File: src/inc/tpc_defs.svh
// register offsets, field positions, reset values for the pma control/test bank
// assumes clause 45 addressing resolved upstream to device and register address
`ifndef TPC_DEFS_SVH
`define TPC_DEFS_SVH

`define TPC_DEV_PMA         5'h01
`define TPC_ADDR_CTRL       16'h08F6
`define TPC_ADDR_STAT       16'h08F7
`define TPC_ADDR_TEST       16'h08F8

`define TPC_CTRL_TXDIS_BIT  14
`define TPC_CTRL_AMP_BIT    12
`define TPC_CTRL_EEE_BIT    10
`define TPC_CTRL_LB_BIT     0
`define TPC_CTRL_RST        16'h0000

`define TPC_STAT_LB_BIT     13
`define TPC_STAT_HIAMP_BIT  12
`define TPC_STAT_PD_BIT     11
`define TPC_STAT_EEE_BIT    10
`define TPC_STAT_RST        16'h2800

`define TPC_TEST_LSB        13
`define TPC_TEST_RST        3'h0

`define TPC_DROOP_RUN       4'h9

`endif

File: src/inc/tpc_pkg.sv
// types for the pma control/test register bank
// assumes nothing beyond a systemverilog compiler
package tpc_pkg;

	typedef enum logic [2:0] {
		TPC_TM_NORMAL = 3'h0,
		TPC_TM_ALT    = 3'h1,
		TPC_TM_DROOP  = 3'h2,
		TPC_TM_IDLE   = 3'h3
	} tpc_test_e;

	// management access as decoded from a clause 45 frame
	typedef struct packed {
		logic        wr;
		logic        rd;
		logic [4:0]  dev;
		logic [15:0] addr;
		logic [15:0] wdata;
	} tpc_req_s;

	// symbol on the transmit and receive paths
	typedef struct packed {
		logic        valid;
		logic [1:0]  sym;
	} tpc_sym_s;

	typedef logic [1:0] tpc_sym_t;

endpackage : tpc_pkg

File: src/logic/tpc_regs.sv
// pma control, status and transmitter test-mode registers with tx path gating
// assumes a clause 45 frame engine upstream presenting one-cycle rd/wr requests
//
// What this block does
// [RULE1] transmit disable bit 14 silences tx output
// [RULE2] bit 12: one means 2.4 V amplitude
// [RULE3] amplitude bit used only without autonegotiation
// [RULE4] loopback bit 0 returns tx data to rx
// [RULE5] control at 0x08F6 device 1, resets zero; code loads bit 12 from the strap on the first edge after reset
// [RULE6] status at 0x08F7 reads 0x2800 after reset; code reads 0x3800 when the strap is high
// [RULE7] status bit 13 loopback ability reads one
// [RULE8] status bit 12 follows high amplitude strap
// [RULE9] status bit 11 power-down ability reads one
// [RULE10] status bit 10 reads zero; control 10 enables
// [RULE11] test field bits 15:13 at 0x08F8, resets 000
// [RULE12] mode 001 repeats +1, -1
// [RULE13] mode 010 sends ten +1, ten -1
// [RULE14] mode 011 behaves as normal idle leader
// [RULE15] modes 100-111 normal; reserved bits read zero
`timescale 1ns/1ns
`include "tpc_defs.svh"

module tpc_regs #(
	parameter int DROOP_LEN = 10
) (
	// clock and reset
	input  wire logic             clk_sys,
	input  wire logic             sys_rst,
	// strap for high amplitude capability, sampled after reset release
	input  wire logic             strap_high_amplitude,
	// autonegotiation
	input  wire logic             an_enable,
	input  wire logic             an_amplitude_high,
	// management request and read answer
	input  wire tpc_pkg::tpc_req_s mgmt_req,
	output logic [15:0]           mgmt_rdata,
	output logic                  mgmt_rvalid,
	// transmit path from pcs
	input  wire tpc_pkg::tpc_sym_s pcs_tx,
	output tpc_pkg::tpc_sym_s     pma_tx,
	// receive path
	input  wire tpc_pkg::tpc_sym_s line_rx,
	output tpc_pkg::tpc_sym_s     pma_rx,
	// control levels toward analog and pcs
	output logic                  transmit_amplitude_high,
	output logic                  energy_efficient_enable
);
	import tpc_pkg::*;

	initial begin
		if (DROOP_LEN < 1 || DROOP_LEN > 16)
			$error("DROOP_LEN out of range");
	end

	// symbol codes: 01 is +1, 11 is -1, 00 is zero/idle
	localparam tpc_sym_t SYM_POS  = 2'h1;
	localparam tpc_sym_t SYM_NEG  = 2'h3;
	localparam tpc_sym_t SYM_ZERO = 2'h0;

	// ************************************************************
	// register state
	// ************************************************************
	logic        transmit_disable_q;
	logic        amp_q;
	logic        energy_efficient_enable_q;
	logic        local_loopback_enable_q;
	logic [2:0]  transmitter_test_select_q;
	logic        high_amplitude_ability_q;
	logic        strap_taken_q;

	function automatic logic hit(input tpc_req_s r, input logic [15:0] a);
		hit = (r.dev == `TPC_DEV_PMA) && (r.addr == a);
	endfunction : hit

	wire logic wr_ctrl = mgmt_req.wr && hit(mgmt_req, `TPC_ADDR_CTRL); // RULE5
	wire logic wr_test = mgmt_req.wr && hit(mgmt_req, `TPC_ADDR_TEST); // RULE11

	// ************************************************************
	// control and test registers
	// ************************************************************
	always_ff @(posedge clk_sys) begin
		if (sys_rst) begin
			transmit_disable_q        <= 1'b0; // RULE5
			energy_efficient_enable_q <= 1'b0;
			local_loopback_enable_q   <= 1'b0;
			transmitter_test_select_q <= `TPC_TEST_RST; // RULE11
		end else if (wr_ctrl) begin
			transmit_disable_q        <= mgmt_req.wdata[`TPC_CTRL_TXDIS_BIT];
			energy_efficient_enable_q <= mgmt_req.wdata[`TPC_CTRL_EEE_BIT]; // RULE10
			local_loopback_enable_q   <= mgmt_req.wdata[`TPC_CTRL_LB_BIT];
		end else if (wr_test) begin
			transmitter_test_select_q <= mgmt_req.wdata[15:`TPC_TEST_LSB];
		end
	end

	// amplitude bit and ability take the strap value on the first edge after reset
	always_ff @(posedge clk_sys) begin
		if (sys_rst) begin
			strap_taken_q            <= 1'b0;
			amp_q                    <= 1'b0;
			high_amplitude_ability_q <= 1'b0;
		end else if (!strap_taken_q) begin
			strap_taken_q            <= 1'b1;
			amp_q                    <= strap_high_amplitude;
			high_amplitude_ability_q <= strap_high_amplitude; // RULE8
		end else if (wr_ctrl) begin
			amp_q <= mgmt_req.wdata[`TPC_CTRL_AMP_BIT]; // RULE2
		end
	end

	// ************************************************************
	// read path
	// ************************************************************
	wire logic [15:0] ctrl_view = {1'b0, transmit_disable_q, 1'b0, amp_q, 1'b0,
	                               energy_efficient_enable_q, 9'h000, local_loopback_enable_q};
	wire logic [15:0] stat_view = {2'h0, 1'b1, high_amplitude_ability_q, 1'b1, 1'b0, 10'h000}; // RULE6 RULE7 RULE9 RULE10
	wire logic [15:0] test_view = {transmitter_test_select_q, 13'h0000}; // RULE15
	wire logic [15:0] rd_mux    = hit(mgmt_req, `TPC_ADDR_CTRL) ? ctrl_view :
	                              hit(mgmt_req, `TPC_ADDR_STAT) ? stat_view :
	                              hit(mgmt_req, `TPC_ADDR_TEST) ? test_view : 16'h0000;

	always_ff @(posedge clk_sys) begin
		if (sys_rst) begin
			mgmt_rdata  <= 16'h0000;
			mgmt_rvalid <= 1'b0;
		end else begin
			mgmt_rvalid <= mgmt_req.rd;
			mgmt_rdata  <= mgmt_req.rd ? rd_mux : mgmt_rdata;
		end
	end

	// ************************************************************
	// test pattern generator
	// ************************************************************
	tpc_test_e   mode;
	logic [3:0]  run_q;
	logic        phase_q;

	always_comb begin
		unique case (transmitter_test_select_q)
			3'h1:    mode = TPC_TM_ALT;   // RULE12
			3'h2:    mode = TPC_TM_DROOP; // RULE13
			3'h3:    mode = TPC_TM_IDLE;  // RULE14
			default: mode = TPC_TM_NORMAL; // RULE15
		endcase
	end

	wire logic       run_end = (run_q == 4'(DROOP_LEN - 1));
	wire tpc_sym_t   pat_sym = phase_q ? SYM_NEG : SYM_POS;
	wire logic       in_test = (mode == TPC_TM_ALT) || (mode == TPC_TM_DROOP);

	always_ff @(posedge clk_sys) begin
		if (sys_rst || !in_test) begin
			run_q   <= 4'h0;
			phase_q <= 1'b0;
		end else if (mode == TPC_TM_ALT) begin
			run_q   <= 4'h0;
			phase_q <= !phase_q; // RULE12
		end else if (run_end) begin
			run_q   <= 4'h0;
			phase_q <= !phase_q; // RULE13
		end else begin
			run_q <= run_q + 4'h1;
		end
	end

	// ************************************************************
	// transmit, receive and amplitude outputs
	// ************************************************************
	wire tpc_sym_s tx_src = in_test ? '{valid: 1'b1, sym: pat_sym} : pcs_tx; // RULE14
	wire tpc_sym_s tx_out = transmit_disable_q ? '{valid: 1'b0, sym: SYM_ZERO} : tx_src; // RULE1
	wire tpc_sym_s rx_out = local_loopback_enable_q ? tx_src : line_rx; // RULE4
	wire logic     amp_d  = an_enable ? an_amplitude_high : amp_q; // RULE3

	always_ff @(posedge clk_sys) begin
		if (sys_rst) begin
			pma_tx                  <= '0;
			pma_rx                  <= '0;
			transmit_amplitude_high <= 1'b0;
			energy_efficient_enable <= 1'b0;
		end else begin
			pma_tx                  <= tx_out;
			pma_rx                  <= rx_out;
			transmit_amplitude_high <= amp_d;
			energy_efficient_enable <= energy_efficient_enable_q;
		end
	end

endmodule : tpc_regs

File: config.mk
export PLATFORM = sky130hd
export DESIGN_NAME = tpc_regs
export DESIGN_NICKNAME = d
export VERILOG_FILES = /design/src/inc/tpc_pkg.sv /design/src/logic/tpc_regs.sv
export VERILOG_INCLUDE_DIRS = /design/src /design/src/inc
export SDC_FILE = /design/constraint.sdc
export NUM_CORES = 1
export LEC_CHECK = 0
export BUFFER_PORTS_ARGS = -buffer_cell sky130_fd_sc_hd__buf_2
export CORE_UTILIZATION = 45
export CTS_BUF_LIST = sky130_fd_sc_hd__clkbuf_4
export DETAILED_ROUTE_END_ITERATION = 10
export PLACE_DENSITY_LB_ADDON = 0.15
export SYNTH_ARGS = -nofsm -noshare
export SYNTH_HDL_FRONTEND = slang
export SYNTH_SLANG_ARGS = --single-unit
File: constraint.sdc
create_clock -name clk_sys -period 2.8 [get_ports clk_sys]
set_input_delay 0.7 -clock clk_sys [delete_from_list [all_inputs] [get_ports clk_sys]]
set_output_delay 0.7 -clock clk_sys [all_outputs]
set_load 0.01 [all_outputs]
==> flow_summary.ini, run 1 <==
[outcome]
status = finished with violations
failed_checks = DRC

[worst_setup_path]
r2r-start = transmitter_test_select_q[2]
end_kind = flop
r2r_slack_ns = 1.46
path_class = in2reg
cp_max_fo = 8
reg2reg_to = pma_rx[1]
critPathArrivalTime_ns = 2.02
start_kind = input port
rr_worst_depth = 4
required_ns = 3.04

[synthesis]
synthMuxAreaShare_pct = 3.008
synth_edf_count = 0
synth.largest_area_cell = dfxtp_1
synth_compound_area_share_pct = 12.76
syn_inst = 143
yosysWarnings = 0
ys_ff_latch = 30
yosysSeqAreaShare_pct = 43.76
synthTopCellsByArea = dfxtp_1 44%, nor4b_4 5.2%, buf_4 4.9%
synth_area_um2 = 1373
async_flop_share_pct = 0
yosys.area.top_type_share_pct = 43.76
yosys.area_share.simple_pct = 26.44
synth_cell_types = 34
synth_adder_area_share_pct = 2.735
synth_xor_area_share_pct = 1.914
avgSynthCellArea_um2 = 9.598
synth_top_family_by_area = simple AND/OR/NAND/NOR gates
synthFlopType = dfxtp_1

[timing]
rsz0062_at_grt = false
tns_ns = 0
finalSetupViolations = 0
slew_viol_final = 0
max_freq_mhz = 559.9
fin_skew_ns = 0.002675
finalCritPeriodShare_pct = 63.78
finalCriticalPeriod_ns = 1.786
hold_viol = 0
layout_setup_ws_ns = 1.014

[route]
wirelength_mm = 2.856
drc = 3
via_per_inst = 5.296
drt-pass1-iter-count = 10
post_drt_wl_per_cell_um = 12.42
initialDrtViolationCount = 25
ant_nets = 0
route.vias.total = 1218

[clock_tree]
clk_latency_ns = 0.33
clk_path_buf_depth = 2
cts_tree = built
cts_max_level = 2
path_clk_slew_ns = 0.09
cts_sinks = 30
clock_tree.root_cell = clkbuf_4
cts_hold_repair.buffers = 0
cts_resized = 0
cts_setup_buffers = 0
cts_buffers = 5

[global_route]
grt_pass1_wl_mm = 4.650
grt_pass1_vias = 1097
busiest_layer = met2
overflow = 0
grt_use_met2_pct = 31.43
track_usage_pct = 19.28
grt.met1_usage_pct = 22.03
antenna_found_initial = 0
grt_max_degree = 28
use_met3_pct = 7.029

[layout]
area_growth_pct = 23.61
layout_common_cells = 55 x buf_2, 30 x dfxtp_1, 12 x nor2_1
finalNetCount = 252
final_common_cell = buf_2
final_area_um2 = 1697
fillers = 282
layout-drive-gt1-share_pct = 34.17
n_antenna_cell = 0

[min_path]
min_path_type = reg2reg
min_delay_worst_endpoint = mgmt_rdata[15]
worstHoldStart = mgmt_rdata[15]
hold_depth = 2

[place]
placed_cell_area_um2 = 1625
place_ws_ns = 0.6812
io_buffers = 55
post-dp-hpwl_mm = 2.158
place_congestion = 0.6869

[die]
core_um2 = 2829
io_pins = 75
start_util_pct = 48.52
die_w_um = 57.23
design.die.area_um2 = 3275
die_height_um = 57.23
row_count = 19

[power]
p_leak_nw = 0.7304
peakVddDrop_v = 0.0003057
power_density_nw_per_um2 = 497.8

[job]
cap_violations = 0
[through the flow]
step	util, %	hold WS (ns)	std cells	power, mW
2_1_floorplan	-	0.4334	151	0.4931
6_report	59.97	0.4734	230	0.8446
4_1_cts	59.97	0.4779	230	0.8567
3_5_place_dp	57.45	0.4647	223	0.5296
5_1_grt	59.97	0.4954	230	0.8864
3_3_place_gp	57.45	0.4444	223	0.5271
[report_power, final]
part / switching (mW) / internal (mW) / total (mW)
sequential: 0.00333 / 0.435 / 0.438
combinational: 0.0434 / 0.0373 / 0.0807
clock: 0.145 / 0.180 / 0.325
total: 0.192 / 0.653 / 0.845
[state kept, by name, summed over array words and instances (netlist names)]
signal	flops
amp_q	1
energy_efficient_enable	1
energy_efficient_enable_q	1
high_amplitude_ability_q	1
local_loopback_enable_q	1
mgmt_rdata	7
mgmt_rvalid	1
phase_q	1
pma_rx	3
pma_tx	3
run_q	4
strap_taken_q	1
transmit_amplitude_high	1
transmit_disable_q	1
transmitter_test_select_q	3
[worst max path at each step]
stage | from | cells past startpoint | slack (ns) | to
after CTS | mgmt_req[33] | 5 | 1.04 | amp_q
final | mgmt_req[33] | 5 | 1.01 | amp_q
after detailed placement | mgmt_req[33] | 5 | 0.68 | amp_q
after global routing | mgmt_req[33] | 5 | 0.96 | amp_q
after global placement | mgmt_req[33] | 5 | 0.79 | mgmt_rdata[14]
after floorplan | mgmt_req[33] | 5 | 1.06 | amp_q
[worst max-delay path, stage by stage]
cell and delay (ns):
buf_2 0.10, nor4b_2 0.31, and4_1 0.47, nand4_1 0.14, a311oi_1 0.31
[Yosys cell counts (2+ instances only)]
library cell and instances:
o32ai_1 4, nor2b_1 6, a22oi_1 2, nand2_1 5, mux2i_1 3, clkbuf_1 4, nor4b_4 3, buf_4 9
nor3_1 5, dfxtp_1 30, a211oi_1 3, nand4_1 8, a21oi_1 6, nand3_1 5, o21ai_0 7, nor2_1 12
ha_1 3, nand3b_1 3, inv_1 7, o31ai_1 3, xor2_1 2
[cell type report]
| class | instances | area (um2) | share of cell area [%] |
|---|---|---|---|
| well taps | 31 | 38.79 | 2.286 |
| inverters | 7 | 26.28 | 1.549 |
| clock buffers | 5 | 37.54 | 2.212 |
| flip-flops and latches | 30 | 600.6 | 35.40 |
| repair buffers | 56 | 282.8 | 16.67 |
| clock inverters | 2 | 33.78 | 1.991 |
| multi-input cells | 99 | 676.9 | 39.90 |
[layer usage]
metal	part of all wire (%)	vias to the layer above	wire length, um
met2	47	51	1341
met5	0	-	0
met3	6.5	6	187
li1	-	610	-
met1	44	551	1262
met4	2.3	0	66
[cells by family after synthesis]
group / after synthesis
multiplexers: 4
flip-flops: 30
adder cells (fa/ha/maj): 3
AND/OR/NAND/NOR: 53
other: 1
XOR/XNOR: 3
AO/OA/AOI/OAI: 27
buffers and inverters: 22
(Power assumes the default switching activity.)
==> inputs of run 2 (changes only) <==
Settings changed: CORE_UTILIZATION 45 to 41.
Clock period 2.8 ns to 1.5 ns, I/O delays scaled along.
==> flow_summary.ini, run 2 (same netlist as run 1, synthesis figures left out) <==
[outcome]
status = completed

[global_route]
track_usage_pct = 17.91
grt_pass1_vias = 1118
overflow = 0
antenna_found_initial = 0
grt_max_degree = 12
grt_pass1_wl_mm = 4.664

[layout]
top_regs = mgmt_rdata: 7 flops, run_q: 4 flops
regMostFlops = mgmt_rdata
layout-drive-gt1-share_pct = 37.02
final_common_cell = buf_2
fin_util_pct = 56.57
finalNetCount = 260
fillers = 321
layout_common_cells = 55 x buf_2, 30 x dfxtp_1, 12 x nor2_1
n_antenna_cell = 0
area_growth_pct = 27.89
largest_reg_flops = 7

[clock_tree]
cts_buffers = 5
clk_path_buf_depth = 2
clock_tree.root_cell = clkbuf_4
clk_latency_ns = 0.34
cts_setup_buffers = 0
cts_sinks = 30
cts_tree = built
cts_resized = 0
cts_hold_repair.buffers = 0
cts_max_level = 2
path_clk_slew_ns = 0.10

[place]
post-dp-hpwl_mm = 2.250
place_congestion = 0.7360
io_buffers = 55

[worst_setup_path]
slowest_stage = ha_1
end_kind = flop
path_class = reg2reg
path_cells = nand2b_1, ha_1, mux2i_1, a211oi_1
start_kind = flop
cp_max_fo = 5
required_ns = 1.71
critPathArrivalTime_ns = 1.56
slowest_delay_ns = 0.36

[timing]
finalSetupViolations = 0
max_freq_mhz = 740.8
finalCriticalPeriod_ns = 1.350
finalCritPeriodShare_pct = 90.00
rsz0062_at_grt = false
hold_viol = 0
slew_viol_final = 0
whs_ns = 0.2891
fin_skew_ns = 0.01080

[die]
core_um2 = 3103
die_w_um = 59.86
start_util_pct = 44.23
io_pins = 75
die_height_um = 59.86
row_count = 20
design.die.area_um2 = 3583

[job]
cap_violations = 0

[route]
drt-pass1-iter-count = 5
post_drt_wl_per_cell_um = 11.56
drc = 0
via_per_inst = 4.980
ant_nets = 0
initialDrtViolationCount = 29
wirelength_mm = 2.912
route.vias.total = 1255

[power]
power_density_nw_per_um2 = 830.8
peakVddDrop_v = 0.0003468
p_leak_nw = 0.7661

[min_path]
min_path_type = in2reg
-- run 2: where the power goes --
group	internal, mW	switching (mW)
combinational	0.0784	0.0840
clock	0.194	0.284
sequential	0.812	0.00581
-- run 2: path summary, 6_finish.rpt --
kind                                                    from                        to  slack (ns)  cells past startpoint
worst min-delay path                    strap_high_amplitude  high_amplitude_ability_q        0.29                      3
worst max register to register  transmitter_test_select_q[2]                 pma_rx[1]        0.15                      4
worst max-delay path            transmitter_test_select_q[2]                 pma_rx[1]        0.15                      4
worst min register to register                mgmt_rdata[10]            mgmt_rdata[10]        0.47                      2
-- run 2: cell type report --
| cell class | count | area [um2] | share of cell area [%] |
|---|---|---|---|
| clock buffer | 6 | 45.04 | 2.566 |
| clock inverter | 2 | 8.758 | 0.4989 |
| inverter | 7 | 26.28 | 1.497 |
| multi-input combinational | 99 | 676.9 | 38.56 |
| sequential | 30 | 600.6 | 34.21 |
| tap | 44 | 55.05 | 3.136 |
| timing repair buffer | 64 | 342.8 | 19.53 |
-- run 2: routing by layer --
layer | global-route usage [%] | part of all wire [%] | routed length [um] | up-vias
met4 | 9.967 | 2.3 | 68 | 0
met2 | 29.05 | 48 | 1386 | 54
li1 | - | - | - | 626
met1 | 21.07 | 43 | 1252 | 568
met5 | 0 | 0 | 0 | -
met3 | 5.195 | 7.0 | 204 | 7
-- run 2: critical path: cells and delay by family (launching register included) --
kind	cells	cell delay (ns)
AO/OA/AOI/OAI	1	0.10
flip-flops	1	0.35
adder cells (fa/ha/maj)	1	0.36
AND/OR/NAND/NOR	1	0.14
multiplexers	1	0.26
-- run 2: per-stage QoR --
stage / worst slack (ns) / cell area (um2) / cells / total power, mW / setup TNS (ns)
6_report: 0.1501 / 1755 / 252 / 1.458 / 0
5_1_grt: 0.07934 / 1755 / 252 / 1.502 / 0
4_1_cts: 0.1553 / 1755 / 252 / 1.465 / 0
3_5_place_dp: -0.1327 / 1702 / 244 / 0.9993 / -0.4211
3_3_place_gp: -0.09281 / 1702 / 244 / 0.9949 / -0.3360
2_1_floorplan: 0.08519 / 1403 / 151 / 0.9204 / 0
